==> config.mk <==
export PLATFORM = sky130hd
export DESIGN_NAME = program_memory_segment_guard
export DESIGN_NICKNAME = d
export VERILOG_FILES = /design/src/inc/segment_guard_pkg.sv /design/src/core/program_memory_segment_guard.sv /design/src/core/ram_guard.sv /design/src/core/segment_classifier.sv
export VERILOG_INCLUDE_DIRS = /design/src /design/src/inc
export SDC_FILE = /design/constraint.sdc
export NUM_CORES = 1
export LEC_CHECK = 0
export BUFFER_PORTS_ARGS = -buffer_cell sky130_fd_sc_hd__buf_2
export CAP_MARGIN = 10
export CORE_ASPECT_RATIO = 0.8
export CORE_MARGIN = 1
export CORE_UTILIZATION = 55
export CTS_BUF_LIST = sky130_fd_sc_hd__clkbuf_16
export CTS_CLUSTER_DIAMETER = 80
export DETAILED_ROUTE_END_ITERATION = 8
export MAX_ROUTING_LAYER = met4
export PLACE_DENSITY = 0.94
export REMOVE_ABC_BUFFERS = 1
export SLEW_MARGIN = 20
export SYNTH_ARGS = -nofsm -noshare
export SYNTH_HDL_FRONTEND = slang
export SYNTH_HIERARCHICAL = 1
export SYNTH_SLANG_ARGS = --single-unit
==> constraint.sdc <==
create_clock -name clk -period 8.33 [get_ports clk]
set_input_delay 0.4165 -clock clk [delete_from_list [all_inputs] [get_ports clk]]
set_output_delay 0.4165 -clock clk [all_outputs]
set_load 0.02 [all_outputs]
==> src/inc/segment_guard_cfg.svh <==
// constants for the program memory segment guard: offsets, field positions, reset values
// assumes a 24-bit instruction word address and a plain one-cycle register port
//
// Functional notes
// per-segment protect level and write protect enforced
// boot size is page count, 1024-word pages
// one boot page holds vectors plus code
// alternate table occupies last boot page
// alternate table forces two boot pages minimum
// boot write protect spares alternate table page
// boot code may always rewrite last page; the code keeps the vector half of page zero under the vector lock
// general segment follows boot, up to config
// vector table takes general level without boot
// vector table locked if any write protect; the code ignores config write protect here
// config segment is the top page only
// boot most privileged, general least privileged
// general protection stands independent of others
// ram security follows general level and protect
// ram is all general segment, no sub-segments
// protected general blocks programmer entry to ram
// primary core image load always allowed
// classify address by page versus boot count
`ifndef SEGMENT_GUARD_CFG_SVH
`define SEGMENT_GUARD_CFG_SVH

// register offsets (byte addresses)
`define SG_OFF_SECURITY 8'h00
`define SG_OFF_BOOT_LIMIT 8'h04
`define SG_OFF_STATUS 8'h08
`define SG_OFF_DENY_COUNT 8'h0C

// security_config_word field positions
`define SG_BOOT_WP_BIT 0
`define SG_BOOT_LVL_LSB 1
`define SG_GEN_WP_BIT 4
`define SG_GEN_LVL_LSB 5
`define SG_CFG_WP_BIT 8
`define SG_CFG_LVL_LSB 9
`define SG_ALT_TABLE_EN_BIT 12

// reset values: everything open, boot segment disabled
`define SG_SECURITY_RESET 16'h0000
`define SG_BOOT_LIMIT_RESET 13'h0000

// memory geometry
`define SG_PAGE_WORDS_LOG2 10
`define SG_VECTOR_WORDS_LOG2 9
`define SG_ALT_TABLE_MIN_PAGES 13'h0002

`endif

==> src/inc/segment_guard_pkg.sv <==
// types shared by the segment guard modules
// assumes segment_guard_cfg.svh is included by the users of the constants
package segment_guard_pkg;

    // which segment an address falls in
    typedef enum logic [2:0] {
        SEG_BOOT,
        SEG_GENERAL,
        SEG_CONFIG,
        SEG_VECTORS,
        SEG_NONE
    } seg_e;

    // kind of memory access
    typedef enum logic [1:0] {
        ACC_READ,
        ACC_PROGRAM,
        ACC_ERASE
    } acc_e;

    // who issues the access
    typedef enum logic [1:0] {
        SRC_BOOT_CODE,
        SRC_GENERAL_CODE,
        SRC_PROGRAMMER,
        SRC_IMAGE_LOADER
    } src_e;

    // any non-zero level counts as code protected
    function automatic logic is_secured(input logic [1:0] level);
        is_secured = (level != 2'h0);
    endfunction : is_secured

endpackage : segment_guard_pkg
==> src/core/program_memory_segment_guard.sv <==
// top of the segment guard: config registers, access decision, programmer entry gate
// assumes one 25 MHz clock; access requests come from logic on that clock,
// the programmer entry request is a pin and is synchronised here
// every verdict is registered: a request is answered one cycle later
// config words sit in flops; loading them at power-up is left outside
//
// The plain strobed port and the register offsets were left to the implementer.

`timescale 1ns/1ps
`include "segment_guard_cfg.svh"
module program_memory_segment_guard #(
    parameter int ADDR_W = 24,
    parameter int FLASH_PAGES = 512
) (
    input wire logic clk,
    input wire logic rstn,

    // register port
    input wire logic [7:0] reg_addr,
    input wire logic [31:0] reg_wdata,
    input wire logic reg_wr,
    input wire logic reg_rd,
    output logic [31:0] reg_rdata,

    // access request from cores, programmer or image loader
    input wire logic acc_valid,
    input wire logic [ADDR_W-1:0] acc_addr,
    input wire logic [1:0] acc_kind,
    input wire logic [1:0] acc_src,
    input wire logic acc_to_ram,
    output logic acc_done,
    output logic acc_grant,
    output logic acc_deny,
    output logic [2:0] acc_segment,

    // programmer entry into secondary ram
    input wire logic ram_entry_req,
    output logic ram_entry_grant,
    output logic ram_entry_blocked
);
    // whole module state
    // one packed struct: reset and update reach every flop alike
    typedef struct packed {
        logic [15:0] security; // security_config_word
        logic [12:0] boot_pages; // boot_page_count
        logic [1:0] entry_sync; // pin synchroniser

        // register read data, stands one cycle
        logic [31:0] rdata;

        // access answer pulse and verdict
        logic done;
        logic grant;
        logic deny;

        // segment of the latest request, held
        logic [2:0] seg;

        logic [2:0] last_deny_seg; // segment of last refusal
        logic [15:0] deny_count; // saturating refusal count

        logic entry_grant;
        logic entry_blocked;
    } state_s;

    state_s cur_q;
    state_s nxt_d;

    // decoded configuration fields
    // views of the stored security word
    logic boot_wp;
    logic [1:0] boot_lvl;

    logic gen_wp;
    logic [1:0] gen_lvl;

    logic cfg_wp;
    logic [1:0] cfg_lvl;
    logic alt_table_en; // alternate_vector_table enabled

    // classifier and ram guard results
    // combinational, valid in the request cycle
    segment_guard_pkg::seg_e seg;
    logic boot_enabled;
    logic last_boot_page;
    logic alt_table_page; // last boot page holds the alternate table
    logic ram_blocked;
    logic ram_ok;

    // typed views of request fields
    // values outside the enums fall to default branches
    segment_guard_pkg::acc_e kind;
    segment_guard_pkg::src_e src;

    // field extraction from the security word
    // a level of zero leaves its segment open
    always_comb begin
        boot_wp = cur_q.security[`SG_BOOT_WP_BIT];
        boot_lvl = cur_q.security[`SG_BOOT_LVL_LSB +: 2];

        // general fields stand alone: no other segment is needed
        gen_wp = cur_q.security[`SG_GEN_WP_BIT];
        gen_lvl = cur_q.security[`SG_GEN_LVL_LSB +: 2];

        cfg_wp = cur_q.security[`SG_CFG_WP_BIT];
        cfg_lvl = cur_q.security[`SG_CFG_LVL_LSB +: 2];

        alt_table_en = cur_q.security[`SG_ALT_TABLE_EN_BIT];

        // request fields seen through the package types
        kind = segment_guard_pkg::acc_e'(acc_kind);
        src = segment_guard_pkg::src_e'(acc_src);
    end

    // address decode: segment, boot size, last boot page
    segment_classifier #(
        .ADDR_W(ADDR_W),
        .FLASH_PAGES(FLASH_PAGES)
    ) u_classify (
        .addr(acc_addr),
        .boot_page_count(cur_q.boot_pages),
        .alt_table_en(alt_table_en),
        .seg(seg),
        .boot_enabled(boot_enabled),
        .last_boot_page(last_boot_page),
        .alt_table_page(alt_table_page)
    );

    // the ram follows the general segment settings only
    // no boot or config split exists inside it
    ram_guard u_ram (
        .general_security_level(gen_lvl),
        .general_write_protect(gen_wp),
        .src(src),
        .kind(kind),
        .entry_blocked(ram_blocked),
        .access_ok(ram_ok)
    );

    // per-target protection values
    // taken from the segment the address falls in
    logic [1:0] tgt_lvl; // protect level of the target
    logic tgt_wp; // write protect of the target
    logic read_ok;
    logic write_ok;
    logic flash_ok;

    // level and write protect of the addressed segment
    always_comb begin
        tgt_lvl = 2'h0;
        tgt_wp = 1'b0;

        case (seg)
            // boot segment: its own level and write protect
            segment_guard_pkg::SEG_BOOT: begin
                tgt_lvl = boot_lvl;
                // alternate table page is outside boot write protect
                tgt_wp = boot_wp && !alt_table_page;
            end
            // general segment: end-user code, lowest privilege
            segment_guard_pkg::SEG_GENERAL: begin
                tgt_lvl = gen_lvl;
                tgt_wp = gen_wp;
            end
            // configuration words on the top page
            segment_guard_pkg::SEG_CONFIG: begin
                tgt_lvl = cfg_lvl;
                tgt_wp = cfg_wp;
            end
            // vectors borrow a level; either write protect locks them
            segment_guard_pkg::SEG_VECTORS: begin
                tgt_lvl = boot_enabled ? boot_lvl : gen_lvl;
                tgt_wp = boot_wp || gen_wp;
            end
            // beyond the implemented flash
            default: begin
                tgt_lvl = 2'h3; // unmapped: treated as locked
                tgt_wp = 1'b1;
            end
        endcase
    end

    // privilege check: boot code sees every mapped page, general code its own segment and open ones
    always_comb begin
        case (src)
            // boot code: highest privilege, reads any mapped page
            segment_guard_pkg::SRC_BOOT_CODE: read_ok = 1'b1;

            // general code: its own segment, or any open one
            segment_guard_pkg::SRC_GENERAL_CODE: begin
                read_ok = (seg == segment_guard_pkg::SEG_GENERAL)
                          || !segment_guard_pkg::is_secured(tgt_lvl);
            end

            // programmer and loader: open segments only
            default: read_ok = !segment_guard_pkg::is_secured(tgt_lvl);
        endcase

        // unmapped pages refuse every source
        if (seg == segment_guard_pkg::SEG_NONE) begin
            read_ok = 1'b0;
        end

        // a write needs the read right and no write protect
        write_ok = read_ok && !tgt_wp;
        // boot code keeps the right to rework its last page;
        // the vector half of page zero stays under the vector lock
        if ((src == segment_guard_pkg::SRC_BOOT_CODE) && last_boot_page
            && (seg == segment_guard_pkg::SEG_BOOT)) begin
            write_ok = 1'b1;
        end

        // program and erase share one right
        flash_ok = (kind == segment_guard_pkg::ACC_READ) ? read_ok : write_ok;
    end

    // next state: register port, access answer, entry gate
    always_comb begin
        nxt_d = cur_q;
        // answer pulses last one cycle; config and segment hold
        nxt_d.rdata = 32'h0000_0000;
        nxt_d.done = acc_valid;
        nxt_d.grant = 1'b0;
        nxt_d.deny = 1'b0;

        // register writes: configuration words
        // a write acts at this edge; a request here still sees old words
        if (reg_wr) begin
            case (reg_addr)
                `SG_OFF_SECURITY: nxt_d.security = reg_wdata[15:0];
                `SG_OFF_BOOT_LIMIT: nxt_d.boot_pages = reg_wdata[12:0];
                `SG_OFF_DENY_COUNT: nxt_d.deny_count = 16'h0000; // write clears
                // other offsets, status included, ignore writes
                default: ;
            endcase
        end

        // register reads: data stand only in the following cycle
        if (reg_rd) begin
            case (reg_addr)
                `SG_OFF_SECURITY: nxt_d.rdata = {16'h0000, cur_q.security};
                `SG_OFF_BOOT_LIMIT: nxt_d.rdata = {19'h0_0000, cur_q.boot_pages};
                `SG_OFF_STATUS: begin
                    nxt_d.rdata = {24'h00_0000, cur_q.entry_blocked, boot_enabled,
                                   alt_table_en, 2'h0, cur_q.last_deny_seg};
                end
                `SG_OFF_DENY_COUNT: nxt_d.rdata = {16'h0000, cur_q.deny_count};
                default: nxt_d.rdata = 32'h0000_0000; // unmapped reads zero
            endcase
        end

        // access decision, answered one cycle after the request
        if (acc_valid) begin
            if (acc_to_ram) begin
                // the ram has no segments: reported as general
                nxt_d.grant = ram_ok;
                nxt_d.seg = 3'(segment_guard_pkg::SEG_GENERAL);
            end else begin
                nxt_d.grant = flash_ok;
                nxt_d.seg = 3'(seg);
            end

            // exactly one of grant and deny rides with done
            nxt_d.deny = !nxt_d.grant;
            if (!nxt_d.grant) begin
                nxt_d.last_deny_seg = nxt_d.seg;
                // a refusal in the same cycle as a clear still counts
                if (nxt_d.deny_count != 16'hFFFF) begin
                    nxt_d.deny_count = nxt_d.deny_count + 16'h0001;
                end
            end
        end

        // programmer entry pin, two flops before use
        // a grant drops as soon as protection is switched on
        nxt_d.entry_sync = {cur_q.entry_sync[0], ram_entry_req};
        nxt_d.entry_blocked = ram_blocked;
        nxt_d.entry_grant = cur_q.entry_sync[1] && !ram_blocked;
    end

    // state register
    // async reset: config words open, boot segment disabled
    always_ff @(posedge clk or negedge rstn) begin
        if (!rstn) begin
            cur_q <= '{security: `SG_SECURITY_RESET, boot_pages: `SG_BOOT_LIMIT_RESET,
                       default: '0};
        end else begin
            // the whole state advances in one assignment
            cur_q <= nxt_d;
        end
    end

    // outputs straight from flops
    always_comb begin
        reg_rdata = cur_q.rdata;

        acc_done = cur_q.done;
        acc_grant = cur_q.grant;
        acc_deny = cur_q.deny;
        acc_segment = cur_q.seg;

        ram_entry_grant = cur_q.entry_grant;
        ram_entry_blocked = cur_q.entry_blocked;
    end

endmodule : program_memory_segment_guard

==> src/core/ram_guard.sv <==
// security of the secondary core program ram, taken from general segment settings
// assumes the programmer entry request is already synchronised
`timescale 1ns/1ps
module ram_guard (
    input wire logic [1:0] general_security_level,
    input wire logic general_write_protect,
    input wire segment_guard_pkg::src_e src,
    input wire segment_guard_pkg::acc_e kind,
    output logic entry_blocked,
    output logic access_ok
);
    // no boot or config split inside the ram: one general rule for all of it
    always_comb begin
        entry_blocked = segment_guard_pkg::is_secured(general_security_level)
                        || general_write_protect;
        case (src)
            // image load by the primary core is never stopped
            segment_guard_pkg::SRC_IMAGE_LOADER: access_ok = 1'b1;
            // outside tool: reads and writes stopped while entry is blocked
            segment_guard_pkg::SRC_PROGRAMMER: access_ok = !entry_blocked;
            // running code: writes follow the general write protect
            default: access_ok = (kind == segment_guard_pkg::ACC_READ)
                                 || !general_write_protect;
        endcase
    end

endmodule : ram_guard

==> src/core/segment_classifier.sv <==
// maps a flash word address to its security segment
// assumes config words are stable for the duration of a lookup
`timescale 1ns/1ps
`include "segment_guard_cfg.svh"
module segment_classifier #(
    parameter int ADDR_W = 24,
    parameter int FLASH_PAGES = 512
) (
    input wire logic [ADDR_W-1:0] addr,
    input wire logic [12:0] boot_page_count,
    input wire logic alt_table_en,
    output segment_guard_pkg::seg_e seg,
    output logic boot_enabled,
    output logic last_boot_page,
    output logic alt_table_page
);
    localparam int PAGE_W = ADDR_W - `SG_PAGE_WORDS_LOG2;

    logic [PAGE_W-1:0] page; // 1024-word page index
    logic [12:0] eff_pages; // boot pages after minimum rules
    logic [PAGE_W-1:0] boot_end; // first page past the boot segment
    logic in_vectors; // low half of page zero

    // page index and effective boot size
    always_comb begin
        page = addr[ADDR_W-1:`SG_PAGE_WORDS_LOG2];
        in_vectors = (page == '0)
                     && (addr[`SG_PAGE_WORDS_LOG2-1:`SG_VECTOR_WORDS_LOG2] == 1'b0);
        eff_pages = boot_page_count;
        // the alternate table needs its own page beside the vectors
        if (alt_table_en && (boot_page_count != 13'h0000)
            && (boot_page_count < `SG_ALT_TABLE_MIN_PAGES)) begin
            eff_pages = `SG_ALT_TABLE_MIN_PAGES;
        end
        boot_enabled = (boot_page_count != 13'h0000);
        boot_end = PAGE_W'(eff_pages);
    end

    // segment decision by page comparison
    always_comb begin
        last_boot_page = boot_enabled && (page == boot_end - PAGE_W'(1));
        alt_table_page = alt_table_en && last_boot_page;
        if (page >= PAGE_W'(FLASH_PAGES)) begin
            seg = segment_guard_pkg::SEG_NONE; // beyond flash
        end else if (page == PAGE_W'(FLASH_PAGES - 1)) begin
            seg = segment_guard_pkg::SEG_CONFIG;
        end else if (in_vectors) begin
            seg = segment_guard_pkg::SEG_VECTORS; // vectors handled apart
        end else if (boot_enabled && (page < boot_end)) begin
            seg = segment_guard_pkg::SEG_BOOT;
        end else begin
            seg = segment_guard_pkg::SEG_GENERAL;
        end
    end

endmodule : segment_classifier

==> results.yml, run 1 <==
clock_network:
  tritoncts: "built"
  cts_root_buf: "sky130_fd_sc_hd__clkbuf_16"
  clock_buffer_count_from_cts: 9
  tritoncts_num_sinks: 74
  cts_repair_resize_count: 0
  h_tree_depth: 3
  worst_setup_hold_path_clk_slew_ns: 0.06
  worst_skew_pair.late_latency_ns: 0.34
  cts.repair_timing.setup_buffer_count: 0
  ctsHoldBuffers: 0
  ctsLongestPathBuffers: 2
critical_path:
  criticalPathCategory: "reg -> reg"
  critPathMaxStageDelay_ns: 0.84
  worst_setup_path_startpoint: "cur_q[68]"
  crit_path_cell_trace: "or3_1 -> or4_1 -> nor2_1 -> nand3_1 -> inv_1 -> a21oi_1 -> ha_1 -> nor2b_1 -> o211ai_1 -> a21oi_1 -> a2111oi_0 -> o21a_1 -> o21ai_0 -> or2_1 -> a211oi_1 -> o31a_2 -> o311ai_4 -> inv_4 -> nand2_2 -> mux2_2"
  critPathCaptureType: "flip-flop"
  crit_slowest_cell: "sky130_fd_sc_hd__o311ai_4"
  worstRegToRegCells: 20
  crit_arrival_ns: 6.22
  worst_setup_path_start_kind: "flip-flop"
  worstPathRequired_ns: 8.55
  critPathMostFrequentCell: "sky130_fd_sc_hd__a21oi_1"
  cp_max_fo: 20
  regToRegStartpoint: "cur_q[68]"
logic_synthesis:
  synth_top_area_share_pct: 38.6
  netlist_area_um2: 4800
  yosys_warnings: 6
  synth_largest_area_cell: "sky130_fd_sc_hd__dfrtp_1"
  netlist_instances: 479
  yosys-top-cells-area: "sky130_fd_sc_hd__dfrtp_1 39%, sky130_fd_sc_hd__mux2_2 9.1%, sky130_fd_sc_hd__buf_4 5.6%, sky130_fd_sc_hd__ha_1 3.9%, sky130_fd_sc_hd__nand2_1 2.9%"
  number_of_synthesized_flops_with_an_enable_pin: 0
  synthArstFlopShare_pct: 100
  ys_ff_latch: 74
  postSynthAreaPerCell_um2: 10.0
  synth.lib_cells_used.distinct: 77
  register_area_share_after_synthesis_pct: 38.6
  synth-main-ff-cell: "sky130_fd_sc_hd__dfrtp_1"
sta:
  max_freq_mhz: 166
  slew-limit-headroom_pct: 30.8
  hold_viol_final: 0
  maxSlewViolCount: 0
  post_route_clock_period_utilization_pct: 72.1
  slew_at_the_pin_with_the_worst_max_slew_slack_ns: 1.03
  final_period_minus_worst_setup_slack_ns: 6.01
  rsz0062_at_grt: "no"
  finish_stage_setup_viols: 0
  timing.clock.skew_ns: 0.00681
  fin_setup_tns_ns: 0
drt:
  drt_iter0_markers: 389
  remaining_drc_errors: 0
  detailroute.via_count: 4006
  wire_length_reported_by_the_detailed_router_um: 11500
  viasPerCell: 6.23
  detailedRoute.firstPassIterationCount: 6
  ant_nets: 0
  wl_per_cell_um: 17.9
job:
  max-cap-violations: 0
cells_and_area:
  fillers: 684
  synthToLayoutAreaGrowth_pct: 9.82
  utilization_pct: 62.2
  ratio_of_cells_with_drive_above_1_in_the_final_layout_pct: 31.3
  antenna_fix_cells: 0
  num-nets-final: 616
status:
  result_of_the_run: "complete, no violations"
global_route:
  globalRoute.totalOverflow: 0
  globalRoute.busiestLayer: "met2"
  grt_use_met2_pct: 45.4
  grt_antenna_before_repair: 0
  grt_pass1_wl_um: 19100
  grt_start_max_net_pins: 75
  grt_use_met1_pct: 34.6
  grt.met3_usage_pct: 6.31
  number_of_global_route_vias_before_repair: 4069
  grt_total_usage_pct: 28.0
die:
  i_o_pins: 115
  fp.coreArea_um2: 8480
  height_of_the_die_um: 85.6
  die_x_um: 106
  initial_core_util_pct: 56.6
  placementRows: 30
  die-area_um2: 9110
power_and_ir_drop:
  power_density_nw_per_um2: 185
  static-leakage-power_nw: 2.46
  irDropWorstVdd_mv: 0.164
min_path:
  hold-path-cell-count: 1
  holdCritStartpoint: "ram_entry_req"
  holdCritPathClass: "in -> reg"
placement:
  number_of_input_and_output_port_buffers_inserted: 73
  finalWeightedCongestion: 0.939
  dp_hpwl_um: 8390
## through the flow
stage               area (um^2)  cells  hold slack [ns]  setup slack (ns)  power, mW
finish                     5270    643            0.180              2.32      0.975
global route               5270    643            0.171              1.98       1.02
CTS                        5270    643            0.173              2.42      0.977
detailed placement         4980    627            0.343              2.47      0.597
global placement           4980    627            0.339              2.66      0.585
floorplan                  4470    441            0.121              3.49      0.528
## metal layers
| metal | wire, um | up-vias |
|---|---|---|
| met5 | 0 | - |
| met4 | 229 | 0 |
| met3 | 1060 | 32 |
| met2 | 5500 | 247 |
| met1 | 4730 | 1952 |
| li1 | - | 1775 |
## kinds of logic (layout without fill, tap and decap cells)
logic type               after synthesis  count (layout)  synth area share [%]
other                                  1              16                0.0781
buffers and inverters                 73             110                  9.80
multiplexers                          47              47                  12.4
flip-flops                            74              74                  38.6
AND/OR/NAND/NOR                      182             182                  21.9
XOR/XNOR                              15              15                  2.74
adder cells (fa/ha/maj)               15              15                  3.91
AO/OA/AOI/OAI                         72              72                  10.7
## cell usage in the layout (no fill, tap or decap), types with 3 or more instances in the layout
cell                        netlist  routed
sky130_fd_sc_hd__o21ai_2          4       4
sky130_fd_sc_hd__inv_1           19      19
sky130_fd_sc_hd__mux4_2           6       6
sky130_fd_sc_hd__xnor2_1          8       8
sky130_fd_sc_hd__xor2_1           7       7
sky130_fd_sc_hd__a31oi_1          4       4
sky130_fd_sc_hd__o21ai_0         10       9
sky130_fd_sc_hd__nor3_1          10      10
sky130_fd_sc_hd__nor4b_1          3       3
sky130_fd_sc_hd__or4_1            6       6
sky130_fd_sc_hd__nor2_1          30      30
sky130_fd_sc_hd__and2_1           5       5
sky130_fd_sc_hd__nand2_1         37      37
sky130_fd_sc_hd__nand3_1         15      15
sky130_fd_sc_hd__or3_1            7       7
sky130_fd_sc_hd__clkbuf_16        0       9
sky130_fd_sc_hd__buf_2            4      73
sky130_fd_sc_hd__dfrtp_1         74      74
sky130_fd_sc_hd__mux2_2          39      39
sky130_fd_sc_hd__ha_1            15      15
sky130_fd_sc_hd__o211ai_1         3       3
sky130_fd_sc_hd__nand2b_1         6       6
sky130_fd_sc_hd__a22oi_1          7       7
sky130_fd_sc_hd__conb_1           1      16
sky130_fd_sc_hd__nor4_1           5       5
sky130_fd_sc_hd__a21oi_1         17      17
sky130_fd_sc_hd__o21ai_1          4       5
sky130_fd_sc_hd__nor3b_1          3       3
sky130_fd_sc_hd__nand4_1         13      13
sky130_fd_sc_hd__nor2b_1          8       8
sky130_fd_sc_hd__and3_1           8       8
sky130_fd_sc_hd__clkinv_2         0       3
sky130_fd_sc_hd__a21oi_2          3       3
sky130_fd_sc_hd__a21o_1           3       3
## Yosys cell counts (all sizes together), types with 3 or more instances
| master | instances |
|---|---|
| or4 | 8 |
| mux4 | 6 |
| nor2 | 31 |
| nor3 | 11 |
| xor2 | 7 |
| dfrtp | 74 |
| inv | 20 |
| o211ai | 3 |
| nor4 | 7 |
| nor3b | 3 |
| ha | 15 |
| o21ai | 18 |
| a21o | 3 |
| and3 | 10 |
| nand2b | 6 |
| a31oi | 4 |
| nand2 | 38 |
| mux2 | 39 |
| and2 | 7 |
| nor4b | 4 |
| a21oi | 20 |
| or3 | 8 |
| nor2b | 8 |
| nand4 | 13 |
| nand3 | 16 |
| xnor2 | 8 |
| clkbuf | 8 |
| or2 | 5 |
| a22oi | 7 |
| buf | 45 |
## power by group
group	internal, mW	switching [mW]	leakage, nW
Combinational	0.0776	0.105	1.32
Sequential	0.384	0.0307	0.997
Clock	0.231	0.147	0.145
Total	0.693	0.282	2.46
## final timing paths
kind	endpoint	slack (ns)
min in group asynchronous	reg_rdata[13]	0.29
min	cur_q[59]	0.18
max in group asynchronous	acc_done	7.45
min reg2reg	cur_q[60]	0.35
max	cur_q[3]	2.32
max reg2reg	cur_q[3]	2.32
## sequential cells by signal, summed over array words and instances (netlist names)
register,cells
ram_entry_blocked,1
cur_q,43
boot_wp,1
ram_entry_grant,1
reg_rdata,16
alt_table_en,1
acc_done,1
acc_deny,1
acc_segment,3
acc_grant,1
cfg_lvl,2
cfg_wp,1
boot_lvl,2
## layout make-up
cell class              count  area (um^2)  area share [%]
well taps                 112          140            2.66
repair buffers             74          373            7.07
flip-flops and latches     74         1850            35.1
inverters                  20         77.6            1.47
clock inverters             7         70.1            1.33
multi-input cells         347         2540            48.1
clock buffers               9          225            4.27
## critical path, delay by kind of cell, from the launching register on
kind	cells	cell delay [ns]
buffers and inverters	2	0.28
and+or+nand+nor	7	1.75
DFF	1	0.48
AOI/OAI and AO/OA	9	2.72
muxes	1	0.34
adders and majority gates	1	0.29
(Power assumes the default switching activity.)
==> run 2: changes to the inputs <==
--- a/config.mk
+++ b/config.mk
@@ -6,16 +6,17 @@
 export SDC_FILE = /design/constraint.sdc
 export NUM_CORES = 1
 export LEC_CHECK = 0
+export ABC_AREA = 1
 export BUFFER_PORTS_ARGS = -buffer_cell sky130_fd_sc_hd__buf_2
 export CAP_MARGIN = 10
 export CORE_ASPECT_RATIO = 0.8
 export CORE_MARGIN = 1
-export CORE_UTILIZATION = 55
+export CORE_UTILIZATION = 50
 export CTS_BUF_LIST = sky130_fd_sc_hd__clkbuf_16
 export CTS_CLUSTER_DIAMETER = 80
 export DETAILED_ROUTE_END_ITERATION = 8
 export MAX_ROUTING_LAYER = met4
-export PLACE_DENSITY = 0.94
+export PLACE_DENSITY = 0.9
 export REMOVE_ABC_BUFFERS = 1
 export SLEW_MARGIN = 20
 export SYNTH_ARGS = -nofsm -noshare
==> constraint.sdc (replaced) <==
create_clock -name clk -period 5.5 [get_ports clk]
set_input_delay 0.275 -clock clk [delete_from_list [all_inputs] [get_ports clk]]
set_output_delay 0.275 -clock clk [all_outputs]
set_load 0.02 [all_outputs]
==> run 2 against run 1 <==
  * Count of clock-buffer cells in the layout unchanged
  * Via count up 15%
  * Sequential power up 47%
  * Flip-flop and latch count unchanged
  * Die area up 17%
  * Power up 57%
  * Critical endpoint is now cur_q[2]
==> results.yml, run 2 <==
cells_and_area:
  num-nets-final: 839
  highest_count_cells_in_the_layout_ignoring_fill_and_taps: "181 x sky130_fd_sc_hd__nand2_1, 93 x sky130_fd_sc_hd__inv_1, 74 x sky130_fd_sc_hd__dfrtp_1, 72 x sky130_fd_sc_hd__buf_2, 56 x sky130_fd_sc_hd__nor2_1"
  antenna_fix_cells: 0
  layout.cell_area.non_filler_um2: 5700
  synthToLayoutAreaGrowth_pct: 11.3
  ratio_of_cells_with_drive_above_1_in_the_final_layout_pct: 19.6
  fillers: 876
  utilization_pct: 58.1
  max_flop_register: "cur_q"
  flip_flop_count_of_the_largest_register_after_layout: 43
  final_common_cell: "sky130_fd_sc_hd__nand2_1"
clock_network:
  cts_root_buf: "sky130_fd_sc_hd__clkbuf_16"
  clock_buffer_count_from_cts: 9
  ctsHoldBuffers: 0
  h_tree_depth: 3
  tritoncts: "built"
  cts.repair_timing.setup_buffer_count: 0
  cts_repair_resize_count: 0
  tritoncts_num_sinks: 74
  worst_setup_hold_path_clk_slew_ns: 0.06
  worst_skew_pair.late_latency_ns: 0.34
  ctsLongestPathBuffers: 2
die:
  fp.coreArea_um2: 9810
  height_of_the_die_um: 92.5
  die-area_um2: 10600
  i_o_pins: 115
  die_x_um: 115
  placementRows: 32
  initial_core_util_pct: 52.2
global_route:
  grt_antenna_before_repair: 0
  grt_start_max_net_pins: 75
  number_of_global_route_vias_before_repair: 4268
  grt_total_usage_pct: 25.6
  grt_pass1_wl_um: 20200
  globalRoute.totalOverflow: 0
logic_synthesis:
  most_frequent_cells_after_synthesis: "181 x sky130_fd_sc_hd__nand2_1, 93 x sky130_fd_sc_hd__inv_1, 74 x sky130_fd_sc_hd__dfrtp_1, 56 x sky130_fd_sc_hd__nor2_1, 41 x sky130_fd_sc_hd__o21ai_0"
  synth.lib_cells_used.distinct: 42
  synth-main-ff-cell: "sky130_fd_sc_hd__dfrtp_1"
  synth_largest_area_cell: "sky130_fd_sc_hd__dfrtp_1"
  yosys-top-cells-area: "sky130_fd_sc_hd__dfrtp_1 36%, sky130_fd_sc_hd__nand2_1 13%, sky130_fd_sc_hd__inv_1 6.8%, sky130_fd_sc_hd__buf_4 5.3%, sky130_fd_sc_hd__nor2_1 4.1%"
  yosys-mux-area-fraction_pct: 0.660
  yosys.cell_count.top_type: "sky130_fd_sc_hd__nand2_1"
  compound_gate_portion_of_the_synthesized_area_pct: 9.12
  yosys.area_share.xor_xnor_pct: 3.60
  synth_simple_gate_area_share_pct: 32.5
  yosys_warnings: 6
  synthArstFlopShare_pct: 100
  postSynthAreaPerCell_um2: 7.33
  number_of_synthesized_flops_with_an_enable_pin: 0
  register_area_share_after_synthesis_pct: 36.2
  synth_fa_ha_area_share_pct: 3.67
  main_combinational_cell_family_by_area_after_synthesis: "simple AND/OR/NAND/NOR gates"
  ys_ff_latch: 74
  netlist_area_um2: 5120
  netlist_instances: 698
  synth_top_area_share_pct: 36.2
sta:
  post_route_clock_period_utilization_pct: 73.9
  hold_viol_final: 0
  slew-limit-headroom_pct: 37.4
  final_period_minus_worst_setup_slack_ns: 4.06
  slew_at_the_pin_with_the_worst_max_slew_slack_ns: 0.936
  timing.clock.skew_ns: 0.00464
  fin_hold_ws_ns: 0.0416
  finish_stage_setup_viols: 0
  max_freq_mhz: 246
  maxSlewViolCount: 0
  rsz0062_at_grt: "no"
  fin_setup_tns_ns: 0
power_and_ir_drop:
  p_clk_share_pct: 41.2
  netSwitchingPower_mw: 0.452
  sequentialPowerShare_pct: 39.9
  static-leakage-power_nw: 3.00
  sw_frac_of_total_pct: 29.6
  power_density_nw_per_um2: 268
  p_int_mw: 1.07
  comb_power_share_pct: 18.9
  irDropWorstVdd_mv: 0.190
drt:
  ant_nets: 0
  drt_iter0_markers: 424
  wl_per_cell_um: 13.9
  detailedRoute.firstPassIterationCount: 6
  remaining_drc_errors: 0
  viasPerCell: 5.19
  detailroute.via_count: 4621
  wire_length_reported_by_the_detailed_router_um: 12400
critical_path:
  criticalPathCategory: "reg -> reg"
  worstPathRequired_ns: 5.73
  cp_max_fo: 17
  crit_arrival_ns: 4.30
  worst_setup_path_startpoint: "cur_q[66]"
  regToRegStartpoint: "cur_q[66]"
  worst_setup_path_start_kind: "flip-flop"
  critPathCaptureType: "flip-flop"
placement:
  postPlaceCellArea_um2: 5380
  finalWeightedCongestion: 0.922
  dp_hpwl_um: 9270
  number_of_input_and_output_port_buffers_inserted: 73
min_path:
  holdCritStartpoint: "ram_entry_req"
  holdCritPathClass: "in -> reg"
status:
  result_of_the_run: "complete, no violations"
job:
  max-cap-violations: 0
==> run 2: cell count changes in the layout (fill, tap and decap cells not counted), sizes merged, moves of 26 or more <==
| cell | change |
|---|---|
| inv | +83 |
| mux2 | -36 |
| nand2 | +166 |
| nand3 | +26 |
| nor2 | +38 |
| o21ai | +34 |
==> run 2: final timing paths <==
kind	cells after the start	end	slack, ns
hold / removal	1	cur_q[59]	0.04
max in group asynchronous	1	acc_segment[0]	4.84
hold reg to reg	0	cur_q[60]	0.35
setup / recovery	25	cur_q[2]	1.44
min in group asynchronous	1	cur_q[71]	0.07
setup reg to reg	25	cur_q[2]	1.44
==> run 2: cell families after synthesis <==
| kind of cell | Yosys count |
|---|---|
| AO/OA/AOI/OAI | 82 |
| XOR/XNOR | 21 |
| adder cells (fa/ha/maj) | 15 |
| buffers and inverters | 153 |
| flip-flops | 74 |
| multiplexers | 3 |
| other | 1 |
| AND/OR/NAND/NOR | 349 |
==> run 2: routing by layer <==
| layer | vias up | track usage, % | part of all wire [%] |
|---|---|---|---|
| li1 | 2273 | - | - |
| met1 | 2117 | 33.2 | 44 |
| met2 | 207 | 38.7 | 45 |
| met3 | 24 | 7.79 | 9.1 |
| met4 | 0 | 7.03 | 1.8 |
| met5 | - | - | 0 |
==> run 2: stage by stage <==
stage / instances / worst slack [ns] / power (mW)
2_1_floorplan: 665 / 2.39 / 0.806
3_3_place_gp: 874 / 1.65 / 0.888
3_5_place_dp: 874 / 1.58 / 0.899
4_1_cts: 890 / 1.49 / 1.53
5_1_grt: 890 / 1.05 / 1.59
6_report: 890 / 1.44 / 1.53
==> run 2: layout make-up <==
type	instances	area [um^2]	share of cell area [%]
Timing Repair Buffer	73	368	6.46
Inverter	105	394	6.92
Clock inverter	7	93.8	1.65
Sequential cell	74	1850	32.5
Tap cell	136	170	2.99
Clock buffer	9	225	3.95
Multi-Input combinational cell	486	2590	45.5
==> run 2: power by group through the flow <==
stage | combinational [mW] | sequential (mW) | clock, mW
2_1_floorplan | 0.194 | 0.611 | 0
3_3_place_gp | 0.273 | 0.615 | 0
3_5_place_dp | 0.284 | 0.616 | 0
4_1_cts | 0.285 | 0.607 | 0.634
5_1_grt | 0.325 | 0.611 | 0.656
6_report | 0.289 | 0.608 | 0.629
==> run 2: critical path, stage by stage (launching register included) <==
cell                       delay (ns)
sky130_fd_sc_hd__dfrtp_1         0.47
sky130_fd_sc_hd__nor2_2          0.21
sky130_fd_sc_hd__nand2_2         0.08
sky130_fd_sc_hd__nor2_1          0.09
sky130_fd_sc_hd__nand4_1         0.11
sky130_fd_sc_hd__inv_1           0.09
sky130_fd_sc_hd__nor2_1          0.06
sky130_fd_sc_hd__ha_1            0.28
sky130_fd_sc_hd__a21oi_1         0.06
sky130_fd_sc_hd__o221ai_1        0.25
sky130_fd_sc_hd__nand2_1         0.10
sky130_fd_sc_hd__a21o_1          0.19
sky130_fd_sc_hd__a21oi_1         0.39
sky130_fd_sc_hd__inv_1           0.08
sky130_fd_sc_hd__nor2_1          0.16
sky130_fd_sc_hd__o211ai_1        0.11
sky130_fd_sc_hd__nand2_1         0.09
sky130_fd_sc_hd__o21ai_0         0.08
sky130_fd_sc_hd__nand3_1         0.10
sky130_fd_sc_hd__nand2_2         0.13
sky130_fd_sc_hd__nand2_4         0.19
sky130_fd_sc_hd__nand2_2         0.13
sky130_fd_sc_hd__inv_2           0.22
sky130_fd_sc_hd__nand2_2         0.12
sky130_fd_sc_hd__nand2_1         0.09
sky130_fd_sc_hd__nand2_1         0.06
